<file path="src/logic/ori_pkg.sv">
// constants, register map and types for the output restart interlock
package ori_pkg;
    // clock and time base
    localparam int CLK_HZ      = 32'h0773_5940;
    localparam int MS_PER_S    = 32'h0000_03E8;
    localparam int CYC_PER_MS  = CLK_HZ / MS_PER_S;
    // longest restart button actuation, in seconds, and as milliseconds
    localparam int BTN_MAX_S   = 32'h0000_0004;
    localparam int BTN_MAX_MS  = BTN_MAX_S * MS_PER_S;

    // register bus
    localparam int ADDR_W = 8;
    localparam int DATA_W = 32;
    localparam logic [ADDR_W-1:0] OFS_CTRL   = 8'h00;
    localparam logic [ADDR_W-1:0] OFS_DELAY  = 8'h04;
    localparam logic [ADDR_W-1:0] OFS_DUST   = 8'h08;
    localparam logic [ADDR_W-1:0] OFS_OSIZE  = 8'h0C;
    localparam logic [ADDR_W-1:0] OFS_OSPEED = 8'h10;
    localparam logic [ADDR_W-1:0] OFS_RESP   = 8'h14;
    localparam logic [ADDR_W-1:0] OFS_FIELD  = 8'h18;
    localparam logic [ADDR_W-1:0] OFS_STATUS = 8'h1C;

    // control register fields
    localparam int CTRL_PU_LSB    = 0;
    localparam int CTRL_RESTART   = 2;
    localparam int CTRL_FACTORY   = 3;
    localparam int CTRL_PRE_LSB   = 4;
    localparam int CTRL_APPLY     = 8;

    // values after reset; a factory reset restores all but the delay
    localparam logic [15:0] RST_DELAY_MS  = 16'h0064;
    localparam logic        RST_DUST_ON   = 1'b1;
    localparam logic [15:0] RST_OSIZE_MM  = 16'h0046;
    localparam logic [15:0] RST_OSPEED    = 16'h0640;
    localparam logic [15:0] RST_RESP_MS   = 16'h0050;
    localparam logic [15:0] RST_FIELD_DEF = 16'h0001;

    // application presettings: index 0 forces nothing
    localparam logic [3:0]  PRE_FREE      = 4'h0;
    localparam logic [3:0]  PRE_OBJECT    = 4'h1;
    localparam logic [3:0]  PRE_FOURFIELD = 4'h2;
    localparam logic [3:0]  PRE_ACCESS    = 4'h3;
    localparam logic [15:0] P4_RESP_MS    = 16'h00A0;
    localparam logic [15:0] P4_FIELD_DEF  = 16'h000F;
    localparam logic [15:0] PA_OSIZE_MM   = 16'h0096;
    localparam logic [15:0] PA_FIELD_DEF  = 16'h0003;

    typedef enum logic [1:0] {
        PU_AUTO      = 2'b00,
        PU_INTERLOCK = 2'b01,
        PU_TEST      = 2'b10
    } ori_pwrup_t;

    typedef enum logic [3:0] {
        ST_BOOT_DLY = 4'b0000,
        ST_WAIT_BTN = 4'b0001,
        ST_TEST_CLR = 4'b0010,
        ST_TEST_ARM = 4'b0011,
        ST_TEST_REL = 4'b0100,
        ST_ON       = 4'b0101,
        ST_OCC      = 4'b0110,
        ST_RST_DLY  = 4'b0111,
        ST_LOCKED   = 4'b1000
    } ori_state_t;
endpackage

</file>
<file path="src/logic/ori_sync.sv">
// two flip-flop synchroniser for a pin level
`timescale 1ns/1ns
`default_nettype none
module ori_sync
(
    input  wire logic clk,
    input  wire logic rst,
    input  wire logic din,
    output var  logic dout
);
    logic meta_r;

    always_ff @(posedge clk)
    begin
        if (rst)
        begin
            meta_r <= 1'b0;
            dout   <= 1'b0;
        end
        else
        begin
            meta_r <= din;
            dout   <= meta_r;
        end
    end
endmodule
`default_nettype wire

</file>
<file path="src/logic/ori_ms_timer.sv">
// millisecond tick divider and loadable millisecond down counter
`timescale 1ns/1ns
`default_nettype none
module ori_ms_timer
#(
    parameter int CYC_PER_MS = 125000
)
(
    input  wire logic        clk,
    input  wire logic        rst,
    input  wire logic        start,
    input  wire logic [15:0] load_ms,
    output var  logic        tick,
    output var  logic        done
);
    localparam int DIV_W = $clog2(CYC_PER_MS);
    localparam logic [DIV_W-1:0] DIV_LAST = DIV_W'(CYC_PER_MS - 1);

    logic [DIV_W-1:0] div_r;
    logic [15:0]      cnt_r;
    logic             run_r;
    wire              div_wrap = (div_r == DIV_LAST);

    // the divider restarts with the timer so the first millisecond is whole
    always_ff @(posedge clk)
    begin
        if (rst || start)
            div_r <= '0;
        else if (div_wrap)
            div_r <= '0;
        else
            div_r <= div_r + 1'b1;
    end

    always_ff @(posedge clk)
    begin
        if (rst)
        begin
            cnt_r <= 16'h0000;
            run_r <= 1'b0;
            done  <= 1'b0;
            tick  <= 1'b0;
        end
        else
        begin
            tick <= div_wrap;
            if (start)
            begin
                cnt_r <= load_ms;
                run_r <= 1'b1;
                done  <= 1'b0;
            end
            else if (run_r && cnt_r == 16'h0000)
            begin
                run_r <= 1'b0;
                done  <= 1'b1;
            end
            else if (run_r && div_wrap)
                cnt_r <= cnt_r - 16'h0001;
        end
    end
endmodule
`default_nettype wire

</file>
<file path="src/logic/ori_interlock.sv">
// start-up and restart interlock for the two switching outputs
//
// Overview of operation
// - automatic start-up: outputs on after start-up delay, no operator action
// - start interlock: outputs off until restart button, press at most 4 s
// - start-up test: outputs off, near fields must be clear after the delay
// - start-up test: outputs on after near field occupied then cleared
// - restart mode decides how outputs return after a field clears
// - manual restart: interlock engages, outputs off until restart button
// - automatic restart: outputs on after start-up delay once field clears
// - factory reset: dust on, 70 mm, 1600 mm/s, 80 ms
// - selecting a presetting forces its parameters and field definitions
`timescale 1ns/1ns
`default_nettype none
module ori_interlock
    import ori_pkg::*;
#(
    parameter int CYCLES_PER_MS = CYC_PER_MS,
    parameter int BTN_LIMIT_MS  = BTN_MAX_MS
)
(
    input  wire logic              clk,
    input  wire logic              rst,
    input  wire logic [ADDR_W-1:0] addr,
    input  wire logic [DATA_W-1:0] wdata,
    input  wire logic              wr,
    input  wire logic              rd,
    output var  logic [DATA_W-1:0] rdata,
    input  wire logic              field_occupied,
    input  wire logic              near_field_occupied,
    input  wire logic              restart_btn,
    output var  logic              switch_output_a,
    output var  logic              switch_output_b
);
    // configuration registers
    ori_pwrup_t  pwrup_r;
    logic        restart_auto_r;
    logic [3:0]  preset_r;
    logic [15:0] delay_r;
    logic        dust_r;
    logic [15:0] osize_r;
    logic [15:0] ospeed_r;
    logic [15:0] resp_r;
    logic [15:0] field_r;

    ori_state_t  state_r;
    ori_state_t  state_nxt;
    ori_state_t  go_on;

    // restart button
    logic        btn_s;
    logic        btn_d_r;
    logic [15:0] btn_ms_r;
    logic        btn_long_r;

    logic        tick;
    logic        dly_done;
    logic        rst_pulse_r;
    logic        boot_seen_r;
    logic        tmr_start_d_r;

    // bus decode
    wire wr_ctrl   = wr && (addr == OFS_CTRL);
    wire wr_delay  = wr && (addr == OFS_DELAY);
    wire wr_dust   = wr && (addr == OFS_DUST);
    wire wr_osize  = wr && (addr == OFS_OSIZE);
    wire wr_ospeed = wr && (addr == OFS_OSPEED);
    wire wr_resp   = wr && (addr == OFS_RESP);
    wire wr_field  = wr && (addr == OFS_FIELD);

    wire [1:0] pu_wr     = wdata[CTRL_PU_LSB+1:CTRL_PU_LSB];
    // code 2'b11 names no mode, so such a write keeps the old one
    wire       pu_legal  = (pu_wr != 2'b11);
    wire       factory   = wr_ctrl && wdata[CTRL_FACTORY];
    wire [3:0] pre_wr    = wdata[CTRL_PRE_LSB+3:CTRL_PRE_LSB];
    wire       apply     = wr_ctrl && wdata[CTRL_APPLY] && (pre_wr != PRE_FREE);

    // presetting table: what each presetting forces
    wire        pre_obj  = (pre_wr == PRE_OBJECT);
    wire        pre_four = (pre_wr == PRE_FOURFIELD);
    wire        pre_acc  = (pre_wr == PRE_ACCESS);
    wire [15:0] pre_resp = pre_four ? P4_RESP_MS : RST_RESP_MS;
    wire [15:0] pre_size = pre_acc ? PA_OSIZE_MM : RST_OSIZE_MM;
    wire [15:0] pre_fld  = pre_four ? P4_FIELD_DEF :
                           pre_acc  ? PA_FIELD_DEF : RST_FIELD_DEF;
    wire        pre_dust = pre_obj | pre_four | pre_acc;

    // button press is accepted on release, and only if it was short enough
    wire btn_release = btn_d_r && !btn_s;
    wire btn_ok      = btn_release && !btn_long_r;

    // timer is started on every entry into a delayed state
    wire enter_dly = (state_nxt != state_r) && (state_nxt == ST_RST_DLY);
    wire tmr_start = enter_dly || rst_pulse_r;

    // a start into an occupied field lands in the occupied state instead
    assign go_on = field_occupied ? ST_OCC : ST_ON;

    ori_sync u_btn_sync
    (
        .clk  (clk),
        .rst  (rst),
        .din  (restart_btn),
        .dout (btn_s)
    );

    ori_ms_timer
    #(
        .CYC_PER_MS (CYCLES_PER_MS)
    )
    u_timer
    (
        .clk     (clk),
        .rst     (rst),
        .start   (tmr_start),
        .load_ms (delay_r),
        .tick    (tick),
        .done    (dly_done)
    );

    // one pulse after reset release starts the power-up delay
    always_ff @(posedge clk)
    begin
        if (rst)
        begin
            rst_pulse_r <= 1'b0;
            boot_seen_r <= 1'b0;
        end
        else
        begin
            rst_pulse_r <= !boot_seen_r;
            boot_seen_r <= 1'b1;
        end
    end

    // control register
    always_ff @(posedge clk)
    begin
        if (rst)
        begin
            pwrup_r        <= PU_AUTO;
            restart_auto_r <= 1'b0;
            preset_r       <= PRE_FREE;
        end
        else if (wr_ctrl)
        begin
            if (pu_legal)
                pwrup_r <= ori_pwrup_t'(pu_wr);
            restart_auto_r <= wdata[CTRL_RESTART];
            preset_r       <= pre_wr;
        end
    end

    always_ff @(posedge clk)
    begin
        if (rst)
            delay_r <= RST_DELAY_MS;
        else if (wr_delay)
            delay_r <= wdata[15:0];
    end

    // dust suppression parameters and field definition word
    always_ff @(posedge clk)
    begin
        if (rst || factory)
        begin
            dust_r   <= RST_DUST_ON;
            osize_r  <= RST_OSIZE_MM;
            ospeed_r <= RST_OSPEED;
            resp_r   <= RST_RESP_MS;
            field_r  <= RST_FIELD_DEF;
        end
        else if (apply)
        begin
            dust_r   <= pre_dust;
            osize_r  <= pre_size;
            ospeed_r <= RST_OSPEED;
            resp_r   <= pre_resp;
            field_r  <= pre_fld;
        end
        else
        begin
            if (wr_dust)
                dust_r <= wdata[0];
            if (wr_osize)
                osize_r <= wdata[15:0];
            if (wr_ospeed)
                ospeed_r <= wdata[15:0];
            if (wr_resp)
                resp_r <= wdata[15:0];
            if (wr_field)
                field_r <= wdata[15:0];
        end
    end

    // button hold time in milliseconds, saturating past the limit
    always_ff @(posedge clk)
    begin
        if (rst)
        begin
            btn_d_r    <= 1'b0;
            btn_ms_r   <= 16'h0000;
            btn_long_r <= 1'b0;
        end
        else
        begin
            btn_d_r <= btn_s;
            if (!btn_s)
            begin
                btn_ms_r   <= 16'h0000;
                btn_long_r <= 1'b0;
            end
            else if (tick && !btn_long_r)
            begin
                btn_ms_r <= btn_ms_r + 16'h0001;
                if (btn_ms_r >= 16'(BTN_LIMIT_MS))
                    btn_long_r <= 1'b1;
            end
        end
    end

    // sequencing of the outputs
    always_comb
    begin
        state_nxt = state_r;
        unique case (state_r)
            ST_BOOT_DLY:
                if (dly_done && !rst_pulse_r)
                begin
                    if (pwrup_r == PU_TEST)
                        state_nxt = ST_TEST_CLR;
                    else if (pwrup_r == PU_INTERLOCK)
                        state_nxt = ST_WAIT_BTN;
                    else
                        state_nxt = go_on;
                end
                else if (pwrup_r == PU_INTERLOCK)
                    state_nxt = ST_WAIT_BTN;
            ST_WAIT_BTN:
                if (btn_ok && !field_occupied)
                    state_nxt = ST_ON;
            ST_TEST_CLR:
                if (!near_field_occupied)
                    state_nxt = ST_TEST_ARM;
            ST_TEST_ARM:
                if (near_field_occupied)
                    state_nxt = ST_TEST_REL;
            ST_TEST_REL:
                if (!near_field_occupied)
                    state_nxt = go_on;
            ST_ON:
                if (field_occupied)
                    state_nxt = ST_OCC;
            ST_OCC:
                if (!field_occupied)
                    state_nxt = restart_auto_r ? ST_RST_DLY
                                               : ST_LOCKED;
            ST_RST_DLY:
                if (field_occupied)
                    state_nxt = ST_OCC;
                else if (dly_done && !tmr_start_d_r)
                    state_nxt = ST_ON;
            ST_LOCKED:
                if (field_occupied)
                    state_nxt = ST_OCC;
                else if (btn_ok)
                    state_nxt = ST_ON;
            default:
                state_nxt = ST_OCC;
        endcase
    end

    // done from the previous run is still high in the cycle of a start and low from the next cycle on
    always_ff @(posedge clk)
    begin
        if (rst)
        begin
            state_r         <= ST_BOOT_DLY;
            tmr_start_d_r   <= 1'b0;
            switch_output_a <= 1'b0;
            switch_output_b <= 1'b0;
        end
        else
        begin
            state_r         <= state_nxt;
            tmr_start_d_r   <= tmr_start;
            switch_output_a <= (state_nxt == ST_ON);
            switch_output_b <= (state_nxt == ST_ON);
        end
    end

    // read back
    wire [DATA_W-1:0] rd_ctrl = {23'h00_0000, 1'b0, preset_r, 1'b0,
                                 restart_auto_r, pwrup_r};
    wire [DATA_W-1:0] rd_stat = {20'h0_0000, state_r, 1'b0, btn_long_r,
                                 btn_s, near_field_occupied, field_occupied,
                                 dust_r, switch_output_b, switch_output_a};
    wire [DATA_W-1:0] rd_mux =
        (addr == OFS_CTRL)   ? rd_ctrl :
        (addr == OFS_DELAY)  ? {16'h0000, delay_r} :
        (addr == OFS_DUST)   ? {31'h0000_0000, dust_r} :
        (addr == OFS_OSIZE)  ? {16'h0000, osize_r} :
        (addr == OFS_OSPEED) ? {16'h0000, ospeed_r} :
        (addr == OFS_RESP)   ? {16'h0000, resp_r} :
        (addr == OFS_FIELD)  ? {16'h0000, field_r} :
        (addr == OFS_STATUS) ? rd_stat : 32'h0000_0000;

    always_ff @(posedge clk)
    begin
        if (rst)
            rdata <= 32'h0000_0000;
        else if (rd)
            rdata <= rd_mux;
        else
            rdata <= 32'h0000_0000;
    end
endmodule
`default_nettype wire

</file>
<file path="config.mk">
export PLATFORM = sky130hd
export DESIGN_NAME = ori_interlock
export DESIGN_NICKNAME = d
export VERILOG_FILES = /design/src/logic/ori_pkg.sv /design/src/logic/ori_sync.sv /design/src/logic/ori_ms_timer.sv /design/src/logic/ori_interlock.sv
export SDC_FILE = /design/constraint.sdc
export NUM_CORES = 1
export LEC_CHECK = 0
export ABC_AREA = 1
export BUFFER_PORTS_ARGS = -buffer_cell sky130_fd_sc_hd__buf_2
export CAP_MARGIN = 0
export CORE_ASPECT_RATIO = 1.1
export CORE_MARGIN = 4
export CORE_UTILIZATION = 55
export CTS_BUF_LIST = sky130_fd_sc_hd__clkbuf_4 sky130_fd_sc_hd__clkbuf_8
export CTS_CLUSTER_DIAMETER = 30
export DETAILED_ROUTE_END_ITERATION = 7
export GPL_TIMING_DRIVEN = 0
export PLACE_DENSITY = 0.82
export REMOVE_ABC_BUFFERS = 1
export SLEW_MARGIN = 20
export SYNTH_ARGS = -nofsm -noshare
export SYNTH_HDL_FRONTEND = slang
export SYNTH_SLANG_ARGS = --single-unit
</file>
<file path="constraint.sdc">
create_clock -name clk -period 3.3 [get_ports clk]
set_input_delay 0.165 -clock clk [delete_from_list [all_inputs] [get_ports clk]]
set_output_delay 0.165 -clock clk [all_outputs]
set_load 0.005 [all_outputs]
</file>
# Yosys cells after proc, flatten, opt, wreduce, memory -nomap -nowiden
# Cells that the tools add are included.
word_totals:
  regBits: 184
  latch_bits: 0
  ramBits: 0
  romBits: 0
  in_bits: 47
  output_inout_bits: 34
  elab_cells: 152
  n_memories: 0
classes:
  n_addsub: 3
  multipliers: 0
  n_div: 0
  order_cmp: 1
  n_eq_ne: 26
  shifts: 0
  muxes: 43
  bitwise_logic: 4
  n_reduce_logical: 48
op_table:
  columns: ["op", "count"]
  rows:
  - ["$mux W16", 15]
  - ["$mux W4", 14]
  - ["$pmux W4 S9", 1]
  - ["$eq A8 B5 Y1 const B", 4]
  - ["$eq A4 B3 Y1 const B", 6]
  - ["$mux W8", 3]
  - ["$logic_and A1 B1 Y1", 19]
  - ["$add A17 B1 Y17 const B", 1]
  - ["$eq A17 B17 Y1 const B", 1]
  - ["$add A16 B1 Y16 const B", 1]
  - ["$eq A4 B2 Y1 const B", 4]
  - ["$eq A8 B4 Y1 const B", 2]
  - ["$ge A16 B12 Y1 const B", 1]
  - ["$logic_not A16 Y1", 1]
  - ["$sub A16 B1 Y16 const B", 1]
  - ["$mux W12", 1]
  - ["$reduce_bool A2 Y1", 6]
  - ["$reduce_or A2 Y1", 5]
  - ["$reduce_or A9 Y1", 1]
  - ["$eq A4 B1 Y1 const B", 2]
  - ["$eq A8 B3 Y1 const B", 1]
  - ["$logic_not A8 Y1", 1]
  - ["$logic_not A1 Y1", 6]
  - ["$mux W3", 2]
  - ["other kinds (15)", 26]

# Depth between registers and ports, before layout
depth:
  ltp_word: 11
  mapped_depth: 12
  ltp_nobuf: 11

# Cells and area by module
# A second synthesis with hierarchy kept.
hier_totals:
  hier_cells: 1294
  hier_area_um2: 8579.5
modules_own_cells:
  columns: ["mod", "n_inst", "cells_each", "area_per_inst_um2", "seq_area_each_um2"]
  rows:
  - ["ori_interlock", 1, 907, 6174.7, 2602.5]
  - ["ori_ms_timer", 1, 381, 2349.8, 720.7]
  - ["ori_sync", 1, 6, 55.1, 40.0]

# Worst setup path before layout
# Ideal clock, no wire load.
synth_path:
  path_type: "register -> register"
  start: "register u_timer.cnt_r[0]"
  end: "register u_timer.cnt_r[10]"
  setup_ns: 0.132
  t_arrival_ns: 1.454
  required_time_ns: 3.168
  setup_slack_ns: 1.714
  stages_incl_launch_ff: 11
  n_path_buf: 1
  synth_period_minus_slack_ns: 1.586
  cell_sequence: "dfxtp_1 inv_1 ha_1 nand2_1 nor2_1 nand3b_2 nand3_2 nand2_4 buf_6 nand2_1 a21oi_1"
synth_via:
  elab_chain_cells: 4
  elab_cells_between_ends: 8
  classes_between: "1 x add/sub; 1 x eq/ne; 3 x mux; 3 x reduce/logical"
synth_lines:
  columns: ["element", "line_no", "text"]
  rows:
  - ["start, declared", "ori_ms_timer.sv:20", "logic [15:0] cnt_r;"]
  - ["start signal, assigned", "ori_ms_timer.sv:49", "cnt_r <= load_ms;"]
  - ["start signal, assigned", "ori_ms_timer.sv:59", "cnt_r <= cnt_r - 16'h0001;"]
  - ["$sub A16 B1 Y16 or $logic_not A16 Y1 (tied branches)", "ori_ms_timer.sv:59, ori_ms_timer.sv:53", null]
  - ["$mux W16 or $logic_and A1 B1 Y1 (tied branches)", "ori_ms_timer.sv:58, ori_ms_timer.sv:53", null]
  - ["$mux W16 or $ne A2 B1 Y1 (tied branches)", null, null]
  - ["$mux W16 or $reduce_and A2 Y1 (tied branches)", null, null]
# Parallel ways exist; a longest one is shown, timed or not. The select of a mux whose other input is x is not followed.
# A chain may end at the register's enable or synchronous reset.

# Worst setup path after layout
layout_path:
  start: "register state_r[0]"
  end: "register u_timer.cnt_r[9]"
layout_via:
  elab_chain_cells: 8
  elab_cells_between_ends: 30
  classes_between: "11 x eq/ne; 14 x mux; 5 x reduce/logical"
layout_lines:
  columns: ["element", "line_no", "text"]
  rows:
  - ["start, declared", "ori_interlock.sv:46", "ori_state_t state_r;"]
  - ["start signal, assigned", "ori_interlock.sv:285", "state_r <= state_nxt;"]
  - ["$mux W4, on equally long branches", "ori_interlock.sv:266, ori_interlock.sv:237, ori_interlock.sv:261", null]
  - ["$mux W4, on equally long branches", "ori_interlock.sv:264, ori_interlock.sv:228, ori_interlock.sv:259", null]
  - ["$pmux W4 S9", "ori_interlock.sv:226", "unique case (state_r)"]
  - ["$ne A4 B4 Y1 or $eq A4 B3 Y1 (tied branches)", "ori_interlock.sv:93", "wire enter_dly = (state_nxt != state_r) && (state_nxt == ST_RST_DLY);"]
  - ["$logic_and A1 B1 Y1 *", "ori_interlock.sv:93", null]
  - ["$logic_or A1 B1 Y1 *", "ori_interlock.sv:94", "wire tmr_start = enter_dly || rst_pulse_r;"]
  - ["$ne A2 B1 Y1 (no line) or $reduce_bool A2 Y1 (tied branches)", null, null]
  - ["$reduce_and A2 Y1 (no line)", null, null]
# Mark *: on every way between the ends. The rest lies on a longest branch, timed or not.

==> flow_summary.ini <==
[run_status]
status = completed

[timing]
fin_tns_setup_ns = 0
maxSlewHeadroom_pct = 34.0
hold_viol = 0
worst_pin_slew_ns = 0.986
max_freq_ghz = 0.442
min_period_ns = 2.26
fin_crit_sh_pct = 68.6
finalSetupViolCount = 0
slew_viol_final = 0
fin_worst_skew_ns = 0.00980
rsz0062_at_grt = false

[critical_path]
slowest_stage = dfxtp_1
cp_cell_sequence = inv_1, nand2_1, nor2_1, nand3b_1, nand2_2, inv_2, nand2_4, nand2_1, a21oi_1
cpPeakStageDelay_ns = 0.55
r2r-start = state_r[0]
start_kind = flip-flop
crit_required_ns = 3.63
worst_setup_path_end_kind = flip-flop
path_buf_inv = 2
timing.rr.end = u_timer.cnt_r[9]
rr_worst_depth = 9
path_class = reg2reg
rrSetupSlack_ns = 1.04
path_max_fanout = 27
startpoint = state_r[0]
crit_path_frequent_cell = nand2_1
path_delay_family = simple AND/OR/NAND/NOR gates
worstPathArrival_ns = 2.59

[routing]
totalWireLength_mm = 20.2
vias_per_cell = 5.40
wl_per_cell_um = 14.2
antenna_left = 0
vias = 7661
firstDrtPassIters = 5
drc = 0
drt_iter0_drc = 731

[cts]
clk_pin_slew_worst_paths_ns = 0.08
cts_inserted_buffers = 17
post_cts_buffers = 0
clock-sinks = 168
cts_tree = yes
clock_latency_ns = 0.46
clock_path_buffers = 2
cts_resized = 0
clockRootBuffer = clkbuf_8
cts.htree.levels = 4

[floorplan]
start_util_pct = 56.5
fp-row-count = 46
coreArea_mm2 = 0.0146
die_area_mm2 = 0.0170
die_w_um = 125
io_pins = 81
die_y_um = 136

[global_routing]
grt_first_pass_wirelength_mm = 32.5
overflow = 0
antenna_found_initial = 0
track_usage_pct = 23.4
grt_pass1_vias = 6863
grt_max_degree = 51

[synthesis]
syn_inst = 1191
synth-xor-area-share_pct = 1.81
synth_cell_type_count = 44
yosysSeqAreaShare_pct = 40.9
synth_edf_count = 0
synth_compound_gate_area_share_pct = 13.3
yosys.area_share.simple_pct = 33.2
synth-warning-count = 0
synthAdderAreaFrac_pct = 0.913
synth_area_per_cell_um2 = 6.90
ys_ff_latch = 168
ys_async_sr_fraction_pct = 0
synth_area_mm2 = 0.00822
synth-main-ff-cell = dfxtp_1
muxShareOfSynthArea_pct = 0
synth_top_family_by_area = simple AND/OR/NAND/NOR gates

[cells_and_area]
nets = 1267
drive_gt1_share_pct = 9.79
layout.cells.non_filler = 1418
fillers = 1327
antennaDiodeCount = 0
synthToLayoutAreaGrowth_pct = 7.46

[hold_path]
hold_depth = 3
min-delay-start = wdata[11]
hold_end = resp_r[11]
hold_class = in2reg

[place]
io_buffers = 48
dp_cells = 1382
dpl.hpwl_mm = 13.8
gp_routability_congestion = 0.940

[power]
leakagePower_uw = 0.00369
powerDensity_mw_per_mm2 = 488
vdd_ir_drop_max_uv = 244

[flow_run]
drv_cap = 0
where the power goes:
group | switching, µW | total (µW) | internal (µW) | leakage, µW
sequential | 68.6 | 2140 | 2070 | 0.00136
clock | 721 | 1570 | 849 | 0.000221
combinational | 394 | 597 | 203 | 0.00211
cell usage in the layout (no fill, tap or decap), drive strengths merged:
cell         count
or2              1
inv            105
clkbuf          23
nand4           17
clkinvlp         1
ha               6
a21oi          115
nand3          135
conb            16
bufinv           3
a22oi            1
dlygate4sd3      5
and2             1
clkinv           4
o2111ai          1
a21boi           1
nor2           135
nand3b           2
o211ai           5
nor3b            3
dfxtp          168
o211a            1
nor3            16
o21a             1
xor2            11
a21o             1
and3             2
a211oi           2
buf             48
nor4             1
o22ai            9
o21ai           70
nand2          310
xnor2            6
area by class of cell:
type	count	area (µm²)	area share (%)
clock buffers	23	310	3.51
clock inverters	8	118	1.33
inverters	105	394	4.46
multi-input cells	869	4120	46.6
flip-flops and latches	168	3360	38.1
well taps	192	240	2.72
repair buffers	53	290	3.29
routing by layer:
layer  up-vias  share of wire, %  global-route usage, %
met5         -                 0                      0
met1      3490                44                   29.2
met4         0               2.6                   9.74
met2       242                48                   40.1
met3        34               5.6                   4.20
li1       3895                 -                      -
cells in the mapped netlist, types with 6 or more instances:
cell	n	area [µm²]
a21oi_1	115	576
buf_2	18	90.1
buf_4	19	143
buf_6	10	113
clkbuf_1	16	60.1
dfxtp_1	168	3360
ha_1	6	75.1
inv_1	93	349
inv_2	12	45.0
nand2_1	300	1130
nand3_1	133	666
nand4_1	17	106
nor2_1	124	465
nor2_2	7	43.8
nor3_1	14	70.1
o21ai_0	65	325
o22ai_1	9	56.3
xnor2_1	6	52.6
xor2_1	11	96.3
registers in the layout (all words and copies together) (netlist names), 2 cells and up:
name and cells:
btn_ms_r 16, osize_r 16, pwrup_r 2, u_timer.div_r 17, rdata 16, preset_r 4
delay_r 16, resp_r 16, field_r 16, u_timer.cnt_r 16, state_r 4, ospeed_r 16
metrics by stage:
step	setup slack, ns	total power, µW	area [µm²]	utilization [%]	hold slack (ns)
after floorplan	1.39	2600	7870	-	0.234
after global placement	0.535	2770	8350	57.3	0.370
after detailed placement	0.481	2770	8350	57.4	0.370
after CTS	0.947	4320	8830	60.6	0.00131
after global routing	0.766	4490	8830	60.7	0.00134
final	1.04	4310	8830	60.7	0.0192
worst max-delay path by stage:
stage          cells after the start          endpoint
2_1_floorplan                     10         resp_r[0]
5_1_grt                            9  u_timer.cnt_r[8]
6_report                           9  u_timer.cnt_r[9]
4_1_cts                           11         resp_r[2]
3_5_place_dp                      11         resp_r[2]
3_3_place_gp                      11        resp_r[12]
worst reg2reg max path: cells and delay by family, from the launching register on:
family,cells,cell delay [ns]
AOI/OAI and AO/OA,1,0.06
DFF,1,0.55
buffers and inverters,2,0.61
and+or+nand+nor,6,0.91
cell families (layout without fill, tap and decap cells):
logic type / count (synthesis) / in the layout
other: 1 / 16
xor gates and xnor gates: 17 / 17
adders and majority gates: 6 / 6
and+or+nand+nor: 623 / 623
buffers and inverters: 169 / 189
DFF: 168 / 168
AOI/OAI and AO/OA: 207 / 207
what timing repair did:
item,in CTS,in global routing
endpoints found under the hold margin,8,0
hold buffers,5,0
endpoints found under the setup margin,0,0
Note: power is estimated with default switching activity, not from simulation.
